[config.mk]
export PLATFORM = sky130hd
export DESIGN_NAME = ipm_interrupt_arbiter
export DESIGN_NICKNAME = d
export VERILOG_FILES = /design/src/core/ipm_pkg.sv /design/src/core/ipm_lowest_finder.sv /design/src/core/ipm_interrupt_arbiter.sv
export VERILOG_INCLUDE_DIRS = /design/src /design/src/core
export SDC_FILE = /design/constraint.sdc
export NUM_CORES = 1
export LEC_CHECK = 0
export ABC_AREA = 1
export BUFFER_PORTS_ARGS = -buffer_cell sky130_fd_sc_hd__buf_2
export CAP_MARGIN = 15
export CELL_PAD_IN_SITES_DETAIL_PLACEMENT = 0
export CELL_PAD_IN_SITES_GLOBAL_PLACEMENT = 1
export CORE_ASPECT_RATIO = 1.4
export CORE_MARGIN = 3
export CORE_UTILIZATION = 42
export CTS_CLUSTER_DIAMETER = 120
export DETAILED_ROUTE_END_ITERATION = 8
export GPL_TIMING_DRIVEN = 1
export PLACE_DENSITY_LB_ADDON = 0.15
export REMOVE_ABC_BUFFERS = 1
export SYNTH_ARGS = -nofsm -noshare
export SYNTH_HDL_FRONTEND = slang
export SYNTH_SLANG_ARGS = --single-unit
[constraint.sdc]
create_clock -name core_clk -period 8 [get_ports core_clk]
set_clock_uncertainty 0.2 [all_clocks]
set_input_delay 1.6 -clock core_clk [delete_from_list [all_inputs] [get_ports core_clk]]
set_output_delay 1.6 -clock core_clk [all_outputs]
set_load 0.01 [all_outputs]
[src/core/ipm_consts.svh]
// Offsets, field positions, write masks and reset values for the priority
// interrupt controller. Included by the package and the design modules.
`ifndef IPM_CONSTS_SVH
`define IPM_CONSTS_SVH

// Module-level register offsets (word addresses).
`define IPM_OFF_PRIO_0 5'h00
`define IPM_OFF_PRIO_9 5'h09
`define IPM_OFF_VBA 5'h0A
`define IPM_OFF_FAST_MATCH_0 5'h0B
`define IPM_OFF_FAST_VECTOR_LOW_0 5'h0C
`define IPM_OFF_FAST_VECTOR_HIGH_0 5'h0D
`define IPM_OFF_FAST_MATCH_1 5'h0E
`define IPM_OFF_FAST_VECTOR_LOW_1 5'h0F
`define IPM_OFF_FAST_VECTOR_HIGH_1 5'h10
`define IPM_OFF_PEND_0 5'h11
`define IPM_OFF_PEND_5 5'h16
`define IPM_OFF_CTRL 5'h1D

// System-level base address of the block.
`define IPM_BASE_ADDR 24'h00F1A0
`define IPM_OFF_W 5

// Implemented bits of the priority registers.
`define IPM_PRIO0_MASK 16'h3C00
`define IPM_PRIO1_MASK 16'h003F
`define IPM_PRIO2_MASK 16'hFFCF
`define IPM_PRIO_MASK 16'hFFFF

// Field widths.
`define IPM_VBA_W 13
`define IPM_VEC_W 7
`define IPM_FIVAH_W 5
`define IPM_VAB_W 21
`define IPM_NSRC 82
`define IPM_NPRIO 10

// Sources with a level fixed at 3; the first programmable field feeds this one.
`define IPM_FIXED_SRC 2
// Source numbers of the two external request pins.
`define IPM_SRC_EXT_A 7'h12
`define IPM_SRC_EXT_B 7'h13

// Control register bit positions.
`define IPM_CTRL_INT 15
`define IPM_CTRL_CURRENT_PRIORITY_FIELD_LO 13
`define IPM_CTRL_VAB_LO 6
`define IPM_CTRL_DIS 5
`define IPM_CTRL_ONE 4
`define IPM_CTRL_STB 3
`define IPM_CTRL_STA 2
`define IPM_CTRL_EDB 1
`define IPM_CTRL_EDA 0

// Reset values.
`define IPM_RST_WORD 16'h0000
`define IPM_PEND5_FILL 16'hFFFE

`endif

[src/core/ipm_pkg.sv]
// Types shared by the priority interrupt controller modules.
// Assumes ipm_consts.svh is on the include path.
`include "ipm_consts.svh"

package ipm_pkg;

  typedef struct packed {
    logic wr;
    logic rd;
    logic [23:0] addr;
    logic [15:0] wdata;
  } ipm_bus_req_t;

  typedef struct packed {
    logic req;
    logic [1:0] level;
    logic [`IPM_VEC_W-1:0] vector;
    logic [`IPM_VAB_W-1:0] vector_address_bus;
  } ipm_core_req_t;

  typedef struct packed {
    logic [`IPM_NPRIO-1:0][15:0] prio;
    logic [`IPM_VBA_W-1:0] vector_table_base;
    logic [`IPM_VEC_W-1:0] fast_match_0;
    logic [15:0] fast_vector_low_0;
    logic [`IPM_FIVAH_W-1:0] fast_vector_high_0;
    logic [`IPM_VEC_W-1:0] fast_match_1;
    logic [15:0] fast_vector_low_1;
    logic [`IPM_FIVAH_W-1:0] fast_vector_high_1;
    logic global_disable;
    logic edge_a;
    logic edge_b;
    logic latch_a;
    logic latch_b;
    logic pin_a_prev;
    logic pin_b_prev;
    logic [1:0] current_priority_field;
    ipm_core_req_t core;
    logic [15:0] rdata;
    logic rvalid;
  } ipm_state_t;

endpackage : ipm_pkg

[src/core/ipm_lowest_finder.sv]
// Finds the lowest-numbered active request in one priority level.
// Purely combinational; the caller registers whatever it uses.
`timescale 1ns/1ns
`include "ipm_consts.svh"

module ipm_lowest_finder
  import ipm_pkg::*;
(
  input wire logic [`IPM_NSRC-1:0] req,
  output logic found,
  output logic [`IPM_VEC_W-1:0] index
);

  always_comb
  begin
    found = 1'b0;
    index = '0;
    // Scanning downwards lets the lowest source number overwrite the rest.
    for (int s = `IPM_NSRC - 1; s >= 0; s--)
    begin
      if (req[s])
      begin
        found = 1'b1;
        index = s[`IPM_VEC_W-1:0];
      end
    end
  end

endmodule : ipm_lowest_finder

[src/core/ipm_interrupt_arbiter.sv]
// Priority interrupt controller: register map, request arbitration and
// vector generation. Registers sit on a word-addressed peripheral bus with
// a one-cycle registered read; all inputs are synchronous to core_clk.
//
// Contract
// Decode base plus offset, answer mapped offsets only.
// Twenty-four 16-bit registers; gap offsets reserved.
// Ten priority registers of 2-bit level fields.
// First register: breakpoint 13:12, step counter 11:10.
// Third register fields, bits 5:4 read zero.
// Vector base register, top three bits zero.
// Fast match registers, bits 15:7 zero.
// Fast vector address low full, high partial.
// Six pending registers; last pads with ones.
// Control register: state, level, vector, disable, pins.
// Lowest source number wins within a level.
// Level-2 fast match outputs fast vector address.
// In low power, external pins low-level sensitive.
`timescale 1ns/1ns
`include "ipm_consts.svh"

module ipm_interrupt_arbiter
  import ipm_pkg::*;
(
  input wire logic core_clk,
  input wire logic srst,
  input wire ipm_pkg::ipm_bus_req_t bus_req,
  output logic [15:0] bus_rdata,
  output logic bus_rvalid,
  input wire logic [`IPM_NSRC-1:0] irq_src,
  input wire logic external_request_a_n,
  input wire logic external_request_b_n,
  input wire logic low_power,
  input wire logic [1:0] core_mask,
  input wire logic core_ack,
  output ipm_pkg::ipm_core_req_t core_req
);

  import ipm_pkg::*;

  ipm_state_t st_r;
  ipm_state_t st_nxt;

  ////////////////////////////////////////////////////////////////////////////
  // Address decode.

  logic sel;
  logic [`IPM_OFF_W-1:0] off;
  logic mapped;

  // Only the bits above the offset field pick this block out of the bus.
  localparam logic [23:0] BASE_ADDR = `IPM_BASE_ADDR;

  assign off = bus_req.addr[`IPM_OFF_W-1:0];
  assign sel = (bus_req.addr[23:`IPM_OFF_W] == BASE_ADDR[23:`IPM_OFF_W]);
  assign mapped = sel && (off <= `IPM_OFF_PEND_5 || off == `IPM_OFF_CTRL);

  ////////////////////////////////////////////////////////////////////////////
  // Per-source level decode and effective requests.

  logic [`IPM_NSRC-1:0] eff_req;
  logic [`IPM_NSRC-1:0][1:0] src_lvl;
  logic ext_a_req;
  logic ext_b_req;

  // External pins: low level, or a latched falling edge when edge mode is set outside low power.
  assign ext_a_req = (low_power || !st_r.edge_a) ? !external_request_a_n : st_r.latch_a;
  assign ext_b_req = (low_power || !st_r.edge_b) ? !external_request_b_n : st_r.latch_b;

  genvar gs;
  generate
    for (gs = 0; gs < `IPM_NSRC; gs++)
    begin : g_src
      logic raw;
      logic [1:0] code;
      if (gs < `IPM_FIXED_SRC)
      begin : g_fixed
        assign code = 2'h3;
        assign src_lvl[gs] = 2'h3;
      end
      else
      begin : g_prog
        localparam int F = gs - `IPM_FIXED_SRC;
        assign code = st_r.prio[F / 8][2 * (F % 8) +: 2];
        // First two registers encode levels 1..3, the rest levels 0..2.
        assign src_lvl[gs] = (F < 16) ? code : code - 2'h1;
      end
      if (gs == `IPM_SRC_EXT_A)
      begin : g_ea
        assign raw = ext_a_req;
      end
      else if (gs == `IPM_SRC_EXT_B)
      begin : g_eb
        assign raw = ext_b_req;
      end
      else
      begin : g_pl
        assign raw = irq_src[gs];
      end
      assign eff_req[gs] = raw && (code != 2'h0);
    end
  endgenerate

  ////////////////////////////////////////////////////////////////////////////
  // One lowest-number search per priority level.

  logic [3:0] lvl_found;
  logic [3:0][`IPM_VEC_W-1:0] lvl_index;

  genvar gl;
  generate
    for (gl = 0; gl < 4; gl++)
    begin : g_lvl
      logic [`IPM_NSRC-1:0] lvl_req;
      always_comb
      begin
        for (int s = 0; s < `IPM_NSRC; s++)
        begin
          lvl_req[s] = eff_req[s] && (src_lvl[s] == 2'(gl));
        end
      end
      ipm_lowest_finder u_find (
        .req(lvl_req),
        .found(lvl_found[gl]),
        .index(lvl_index[gl])
      );
    end
  endgenerate

  ////////////////////////////////////////////////////////////////////////////
  // Winner selection and vector address.

  logic win;
  logic [1:0] win_lvl;
  logic [`IPM_VEC_W-1:0] win_vec;
  logic [`IPM_VAB_W-1:0] win_vab;

  always_comb
  begin
    win = 1'b0;
    win_lvl = 2'h0;
    win_vec = '0;
    // Ascending scan so the highest permitted level is left standing.
    for (int l = 0; l < 4; l++)
    begin
      if (lvl_found[l] && (l[1:0] >= core_mask) && !st_r.global_disable)
      begin
        win = 1'b1;
        win_lvl = l[1:0];
        win_vec = lvl_index[l];
      end
    end
    // Set 0 is checked first, so it wins when both match registers agree.
    if (win_lvl == 2'h2 && win_vec == st_r.fast_match_0)
    begin
      win_vab = {st_r.fast_vector_high_0, st_r.fast_vector_low_0};
    end
    else if (win_lvl == 2'h2 && win_vec == st_r.fast_match_1)
    begin
      win_vab = {st_r.fast_vector_high_1, st_r.fast_vector_low_1};
    end
    else
    begin
      win_vab = {st_r.vector_table_base, win_vec, 1'b0};
    end
  end

  ////////////////////////////////////////////////////////////////////////////
  // Read data.

  logic [15:0] rd_word;
  logic [15:0] ctrl_word;
  logic [95:0] pend_all;

  // Pending bit p reports source p + 1, so the last source lands on bit 0 of
  // the last register; the bits above it read as one.
  localparam logic [15:0] PEND5_FILL = `IPM_PEND5_FILL;

  genvar gp;
  generate
    for (gp = 0; gp < 96; gp++)
    begin : g_pend
      if (gp + 1 < `IPM_NSRC)
      begin : g_flag
        assign pend_all[gp] = eff_req[gp + 1];
      end
      else
      begin : g_fill
        assign pend_all[gp] = PEND5_FILL[gp - 80];
      end
    end
  endgenerate

  always_comb
  begin
    ctrl_word = `IPM_RST_WORD;
    ctrl_word[`IPM_CTRL_INT] = st_r.core.req;
    ctrl_word[`IPM_CTRL_CURRENT_PRIORITY_FIELD_LO +: 2] = st_r.current_priority_field;
    ctrl_word[`IPM_CTRL_VAB_LO +: `IPM_VEC_W] = st_r.core.vector;
    ctrl_word[`IPM_CTRL_DIS] = st_r.global_disable;
    ctrl_word[`IPM_CTRL_ONE] = 1'b1;
    ctrl_word[`IPM_CTRL_STB] = external_request_b_n;
    ctrl_word[`IPM_CTRL_STA] = external_request_a_n;
    ctrl_word[`IPM_CTRL_EDB] = st_r.edge_b;
    ctrl_word[`IPM_CTRL_EDA] = st_r.edge_a;
  end

  always_comb
  begin
    rd_word = `IPM_RST_WORD;
    if (off <= `IPM_OFF_PRIO_9)
    begin
      rd_word = st_r.prio[off[3:0]];
    end
    else if (off >= `IPM_OFF_PEND_0 && off <= `IPM_OFF_PEND_5)
    begin
      rd_word = pend_all[16 * (off - `IPM_OFF_PEND_0) +: 16];
    end
    else
    begin
      unique case (off)
        `IPM_OFF_VBA: rd_word = {3'h0, st_r.vector_table_base};
        `IPM_OFF_FAST_MATCH_0: rd_word = {9'h000, st_r.fast_match_0};
        `IPM_OFF_FAST_VECTOR_LOW_0: rd_word = st_r.fast_vector_low_0;
        `IPM_OFF_FAST_VECTOR_HIGH_0: rd_word = {11'h000, st_r.fast_vector_high_0};
        `IPM_OFF_FAST_MATCH_1: rd_word = {9'h000, st_r.fast_match_1};
        `IPM_OFF_FAST_VECTOR_LOW_1: rd_word = st_r.fast_vector_low_1;
        `IPM_OFF_FAST_VECTOR_HIGH_1: rd_word = {11'h000, st_r.fast_vector_high_1};
        `IPM_OFF_CTRL: rd_word = ctrl_word;
        default: rd_word = `IPM_RST_WORD;
      endcase
    end
  end

  ////////////////////////////////////////////////////////////////////////////
  // Next state.

  // Writable bits of each priority register; the rest read as zero.
  function automatic logic [15:0] prio_mask(input logic [3:0] idx);
    unique case (idx)
      4'h0: prio_mask = `IPM_PRIO0_MASK;
      4'h1: prio_mask = `IPM_PRIO1_MASK;
      4'h2: prio_mask = `IPM_PRIO2_MASK;
      default: prio_mask = `IPM_PRIO_MASK;
    endcase
  endfunction : prio_mask

  logic do_wr;
  logic [15:0] wd;

  assign do_wr = bus_req.wr && mapped;
  assign wd = bus_req.wdata;

  always_comb
  begin
    st_nxt = st_r;
    st_nxt.pin_a_prev = external_request_a_n;
    st_nxt.pin_b_prev = external_request_b_n;
    // An acknowledge of an external source clears its edge latch.
    if (core_ack && st_r.core.req && st_r.core.vector == `IPM_SRC_EXT_A)
    begin
      st_nxt.latch_a = 1'b0;
    end
    if (core_ack && st_r.core.req && st_r.core.vector == `IPM_SRC_EXT_B)
    begin
      st_nxt.latch_b = 1'b0;
    end
    // Edges are latched in edge mode only; a new edge wins over an acknowledge clear.
    if (st_r.edge_a && st_r.pin_a_prev && !external_request_a_n)
    begin
      st_nxt.latch_a = 1'b1;
    end
    if (st_r.edge_b && st_r.pin_b_prev && !external_request_b_n)
    begin
      st_nxt.latch_b = 1'b1;
    end
    if (core_ack && st_r.core.req)
    begin
      unique case (st_r.core.level)
        2'h0: st_nxt.current_priority_field = 2'h1;
        2'h1: st_nxt.current_priority_field = 2'h2;
        default: st_nxt.current_priority_field = 2'h3;
      endcase
    end
    if (do_wr)
    begin
      if (off <= `IPM_OFF_PRIO_9)
      begin
        st_nxt.prio[off[3:0]] = wd & prio_mask(off[3:0]);
      end
      unique case (off)
        `IPM_OFF_VBA: st_nxt.vector_table_base = wd[`IPM_VBA_W-1:0];
        `IPM_OFF_FAST_MATCH_0: st_nxt.fast_match_0 = wd[`IPM_VEC_W-1:0];
        `IPM_OFF_FAST_VECTOR_LOW_0: st_nxt.fast_vector_low_0 = wd;
        `IPM_OFF_FAST_VECTOR_HIGH_0: st_nxt.fast_vector_high_0 = wd[`IPM_FIVAH_W-1:0];
        `IPM_OFF_FAST_MATCH_1: st_nxt.fast_match_1 = wd[`IPM_VEC_W-1:0];
        `IPM_OFF_FAST_VECTOR_LOW_1: st_nxt.fast_vector_low_1 = wd;
        `IPM_OFF_FAST_VECTOR_HIGH_1: st_nxt.fast_vector_high_1 = wd[`IPM_FIVAH_W-1:0];
        `IPM_OFF_CTRL:
        begin
          st_nxt.global_disable = wd[`IPM_CTRL_DIS];
          st_nxt.edge_b = wd[`IPM_CTRL_EDB];
          st_nxt.edge_a = wd[`IPM_CTRL_EDA];
          // A latch left over from edge mode must not fire after a later switch.
          if (!wd[`IPM_CTRL_EDA])
          begin
            st_nxt.latch_a = 1'b0;
          end
          if (!wd[`IPM_CTRL_EDB])
          begin
            st_nxt.latch_b = 1'b0;
          end
        end
        default:
        begin
        end
      endcase
    end
    st_nxt.core.req = win;
    st_nxt.core.level = win_lvl;
    st_nxt.core.vector = win_vec;
    st_nxt.core.vector_address_bus = win_vab;
    st_nxt.rvalid = bus_req.rd && mapped;
    st_nxt.rdata = (bus_req.rd && mapped) ? rd_word : `IPM_RST_WORD;
  end

  always_ff @(posedge core_clk)
  begin
    if (srst)
    begin
      st_r <= '0;
      st_r.pin_a_prev <= 1'b1;
      st_r.pin_b_prev <= 1'b1;
    end
    else
    begin
      st_r <= st_nxt;
    end
  end

  assign bus_rdata = st_r.rdata;
  assign bus_rvalid = st_r.rvalid;
  assign core_req = st_r.core;

endmodule : ipm_interrupt_arbiter

==> metrics.yaml, run 1 <==
sta:
  grt_setup_unrepaired: "false"
  fin_crit_sh_pct: 91.1
  slew_headroom_pct: 16.6
  fmaxAchievable_mhz: 137
  worst_pin_slew_ns: 1.22
  slew_violations: 0
  setup-violations-final: 0
  layout_min_cycle_time_ns: 7.29
  finalSetupTns_ns: 0
  hold_viol_final: 0
clock_network:
  htreeDepth: 2
  cts_buffer_depth: 3
  postCtsSetupBuffers: 0
  ctsHoldBuffers: 0
  cts_sinks: 286
  clkLatencyLatePin_ns: 0.54
  cts_tree: "yes"
  path_clk_slew_ns: 0.06
  cts_resized: 0
  cts_buffers: 34
  root_buffer: "clkbuf_16"
yosys:
  synth-seq-cells: 286
  synthCells: 3101
  synth_cell_type_count: 56
  synth_most_common_cell: "nand2_1"
  synth_ff_type: "dfxtp_1"
  synth_top_area_share_pct: 30.7
  syn-cell-area_um2: 18700
  yosysTopAreaCell: "dfxtp_1"
  synth_edf_count: 0
  synth_commonest_cells: "nand2_1 (635), nor2_1 (461), inv_1 (386)"
  yosysSeqAreaShare_pct: 30.7
  synth_area_leaders: "dfxtp_1 (31%), nand2_1 (13%), nor2_1 (9.3%), a21oi_1 (8.7%), o21ai_0 (8.3%)"
  yosysWarnings: 0
  async_flop_share_pct: 0
  avgSynthCellArea_um2: 6.02
power:
  clockPowerShare_pct: 47.7
  power.internal_w: 0.00250
  p_comb_share_pct: 11.0
  power_density_nw_per_um2: 165
  p_sw_w: 0.000969
  vdd_ir_drop_max_uv: 164
  swShare_pct: 27.9
  p_seq_share_pct: 41.3
  cellLeakagePower_nw: 9.46
setup_path:
  worstSetupEndpointType: "flip-flop"
  slowest_delay_ns: 0.22
  crit_path_top_delay_cell: "buf_12"
  startpoint_type: "input port"
  worst_ep_required_time_ns: 8.23
  path_max_fanout: 6
  crit_arrival_ns: 7.52
  critical_path_class: "in -> reg"
  crit_path_frequent_cell: "nand2_1"
global_routing:
  grt_antenna_before_repair: 1
  grt_pass1_vias: 20234
  grt_pass1_wl_um: 137000
  grt_start_max_net_pins: 73
  gr-usage-met2_pct: 66.8
  grt-ovfl-total: 0
  use_met1_pct: 43.8
  gr-usage-all-layers_pct: 40.2
  globalRouteMet3Util_pct: 6.74
  gr-max-usage-layer: "met2"
detailed_routing:
  via_per_inst: 5.89
  wl_per_cell_um: 26.3
  drtIter0Drc: 2325
  drc: 0
  first_pass_iters: 6
  ant_nets: 0
  wl_um: 98900
  vias: 22105
placed_design:
  place.gp.congestion: 1.09
  placement.io_buffers: 177
  dp_hpwl_um: 77300
  placed_cells_incl_taps: 3693
floorplan:
  initial_utilization_pct: 43.0
  core_um2: 43500
  die_y_um: 256
  die_width_um: 184
  dieArea_um2: 47100
  rows: 90
  pin_count: 180
job:
  max_cap_violations: 0
status:
  status: "complete, no violations"
finish:
  nets: 3316
  drive_gt1_share_pct: 9.90
  fin_cells: 3756
  area_delta_synth_final_pct: 12.3
hold_path:
  hold_class: "reg -> reg"
-- final timing paths --
check | start | end | slack, ns | cells past startpoint
setup / recovery | irq_src[81] | core_req[5]$_SDFF_PP0_ | 0.71 | 72
hold / removal | st_r[74]$_SDFFE_PP0P_ | st_r[74]$_SDFFE_PP0P_ | 0.27 | 2
setup reg to reg | g_src[81].code[1]$_SDFFE_PP0P_ | core_req[5]$_SDFF_PP0_ | 1.44 | 91
hold reg to reg | st_r[74]$_SDFFE_PP0P_ | st_r[74]$_SDFFE_PP0P_ | 0.27 | 2
-- flip-flops by register name, summed over array words and instances (netlist names) --
register and cells:
ctrl_word 5, st_r 73, g_src.code 160, bus_rvalid 1
bus_rdata 16, core_req 31
-- critical path: cells and delay by family --
kind / cells / cell delay [ns]
buffers and inverters: 5 / 0.63
AO/OA/AOI/OAI: 7 / 0.81
AND/OR/NAND/NOR: 60 / 4.48
-- cells in the final DEF, fill, tap and decap left out, types with 39 or more instances in the layout --
master / n
nand2_1: 628
nor2_1: 460
inv_1: 385
a21oi_1: 325
o21ai_0: 308
dfxtp_1: 286
nand3_1: 179
buf_2: 174
a211oi_1: 58
clkbuf_16: 39
-- per-stage QoR --
stage                     instance area [um^2]  utilization, %  hold WS, ns  worst slack (ns)  total power (W)
final                                    21000            48.3        0.269             0.710          0.00347
after global routing                     21000            48.3        0.291           0.00916          0.00355
after CTS                                20900            48.0        0.268             0.747          0.00347
after detailed placement                 19700            45.4        0.259             0.209          0.00183
after global placement                   19700            45.4        0.249             0.194          0.00183
after floorplan                          17800               -        0.239              1.35          0.00160
-- logic make-up after synthesis --
group,after synthesis,synth area share (%)
AOI/OAI and AO/OA,837,25.3
xor gates and xnor gates,3,0.141
adders and majority gates,5,0.335
buffers and inverters,571,12.8
DFF,286,30.7
and+or+nand+nor,1399,30.8
-- final cells by class --
type | instances | area [um^2]
Timing Repair Buffer | 217 | 1270
Inverter | 396 | 1490
Sequential cell | 286 | 5730
Clock inverter | 9 | 128
Antenna cell | 1 | 2.50
Multi-Input combinational cell | 2244 | 10600
Fill cell | 4690 | 22500
Tap cell | 552 | 691
Clock buffer | 51 | 1030
-- power groups by stage --
stage | Combinational, W | Sequential [W] | Clock [W]
after floorplan | 0.000137 | 0.00146 | 0
after global placement | 0.000362 | 0.00146 | 0
after detailed placement | 0.000362 | 0.00146 | 0
after CTS | 0.000364 | 0.00143 | 0.00167
after global routing | 0.000391 | 0.00143 | 0.00172
final | 0.000382 | 0.00143 | 0.00166
-- metal layers --
metal	up-vias	share of wire (%)	wire, um
li1	10394	-	-
met1	10141	35	34300
met2	1217	47	46400
met3	351	7.5	7410
met4	2	11	10800
met5	-	0.014	14
(Power assumes the default switching activity.)
==> run 2, diff against run 1 <==
--- a/config.mk
+++ b/config.mk
@@ -12,5 +12,5 @@
 export CELL_PAD_IN_SITES_DETAIL_PLACEMENT = 0
 export CELL_PAD_IN_SITES_GLOBAL_PLACEMENT = 1
-export CORE_ASPECT_RATIO = 1.4
+export CORE_ASPECT_RATIO = 0.5
 export CORE_MARGIN = 3
 export CORE_UTILIZATION = 42
@@ -19,5 +19,4 @@
 export GPL_TIMING_DRIVEN = 1
 export PLACE_DENSITY_LB_ADDON = 0.15
-export REMOVE_ABC_BUFFERS = 1
 export SYNTH_ARGS = -nofsm -noshare
 export SYNTH_HDL_FRONTEND = slang
==> constraint.sdc (replaced) <==
create_clock -name core_clk -period 8 [get_ports core_clk]
set_clock_uncertainty 0.2 [all_clocks]
set_input_delay 1.2 -clock core_clk [delete_from_list [all_inputs] [get_ports core_clk]]
set_output_delay 1.2 -clock core_clk [all_outputs]
set_load 0.01 [all_outputs]
==> metrics.yaml, run 2 (same netlist as run 1, synthesis figures left out) <==
detailed_routing:
  drtIter0Drc: 3008
  via_per_inst: 5.80
  wl_per_cell_um: 24.5
  first_pass_iters: 8
  ant_nets: 0
  drc: 0
  wl_um: 92700
  vias: 21914
yosys:
  synth_nets: 3238
finish:
  fin_cells: 3780
  nets: 3313
  final_cell_mix: "nand2_1 (635), nor2_1 (461), inv_1 (385)"
  final_common_cell: "nand2_1"
  regArea_um2: 5730
  drive_gt1_share_pct: 9.66
  largest_register_ffs: 160
  multi_input_area_um2: 10600
  area_delta_synth_final_pct: 11.2
  nFillCells: 4722
sta:
  slew_violations: 0
  slew_headroom_pct: 6.25
  fmaxAchievable_mhz: 146
  fin_crit_sh_pct: 85.7
  hold_viol_final: 0
  setup-violations-final: 0
  worst_pin_slew_ns: 1.39
  layout_min_cycle_time_ns: 6.85
  finalSetupTns_ns: 0
  grt_setup_unrepaired: "false"
clock_network:
  root_buffer: "clkbuf_16"
  ctsHoldBuffers: 0
  cts_sinks: 286
  cts_resized: 0
  clkLatencyLatePin_ns: 0.63
  cts_buffer_depth: 3
  cts_tree: "yes"
  postCtsSetupBuffers: 0
  cts_buffers: 29
  path_clk_slew_ns: 0.07
  htreeDepth: 1
setup_path:
  crit_arrival_ns: 7.22
  path_max_fanout: 20
  crit_path_top_delay_cell: "nor3_1"
  worstSetupEndpointType: "flip-flop"
  slowest_delay_ns: 0.27
  critical_path_class: "in -> reg"
  worst_ep_required_time_ns: 8.36
  startpoint_type: "input port"
  crit_path_frequent_cell: "nand2_1"
floorplan:
  die_y_um: 155
  pin_count: 180
  dieArea_um2: 47200
  rows: 53
  initial_utilization_pct: 43.5
  die_width_um: 304
  core_um2: 42900
global_routing:
  grt_pass1_vias: 18697
  grt-ovfl-total: 0
  grt_pass1_wl_um: 129000
  gr-usage-all-layers_pct: 37.5
  grt_antenna_before_repair: 4
  grt_start_max_net_pins: 94
hold_path:
  hold_class: "reg -> reg"
power:
  power_density_nw_per_um2: 159
  cellLeakagePower_nw: 9.35
  vdd_ir_drop_max_uv: 190
placed_design:
  placement.io_buffers: 177
  place.gp.congestion: 1.04
  placed_cells_incl_taps: 3718
  dp_hpwl_um: 72100
status:
  status: "complete, no violations"
job:
  max_cap_violations: 0
run 2: final cells by class:
| type | count | area share (%) |
|---|---|---|
| tap | 577 | 3.48 |
| clock buffer | 45 | 4.41 |
| antenna | 5 | 0.0602 |
| timing repair buffer | 219 | 5.82 |
| clock inverter | 8 | 0.482 |
| multi-input combinational | 2244 | 51.0 |
| inverter | 396 | 7.17 |
| sequential | 286 | 27.6 |
run 2: critical path, delay by kind of cell:
kind	cells	cell delay, ns
AO/OA/AOI/OAI	8	0.96
buffers and inverters	4	0.62
AND/OR/NAND/NOR	59	4.41
run 2: metrics by stage:
stage / util [%] / instance area, um^2 / setup slack (ns) / power (W) / hold WS (ns)
global placement: 46.0 / 19700 / 0.619 / 0.00181 / 0.253
finish: 48.4 / 20800 / 1.15 / 0.00330 / 0.266
CTS: 48.3 / 20700 / 1.31 / 0.00328 / 0.264
global route: 48.4 / 20800 / 0.427 / 0.00337 / 0.292
detailed placement: 46.0 / 19700 / 0.682 / 0.00181 / 0.253
floorplan: - / 18700 / 2.22 / 0.00162 / 0.237
run 2: final timing paths:
kind,startpoint,end,slack [ns],cells past startpoint
worst min register to register,st_r[91]$_SDFFE_PP0P_,st_r[91]$_SDFFE_PP0P_,0.27,2
worst min-delay path,st_r[91]$_SDFFE_PP0P_,st_r[91]$_SDFFE_PP0P_,0.27,2
worst max register to register,g_src[79].code[1]$_SDFFE_PP0P_,core_req[5]$_SDFF_PP0_,1.36,70
worst max-delay path,irq_src[79],core_req[5]$_SDFF_PP0_,1.15,71
run 2: layer usage:
layer  vias to the layer above  share of wire [%]  wire [um]  track usage, %
met1                     10091                 44      40500            53.1
met3                       153                 14      12700            14.1
met5                         -              0.062         57               0
met2                      1283                 40      36600            52.9
li1                      10383                  -          -               -
met4                         4                3.0       2810            9.90
run 2: report_power, final:
group	switching [W]	internal [W]	total [W]
logic	0.000288	0.0000846	0.000373
clock network	0.000676	0.000824	0.00150
registers	0.00000349	0.00143	0.00143
total	0.000968	0.00234	0.00330
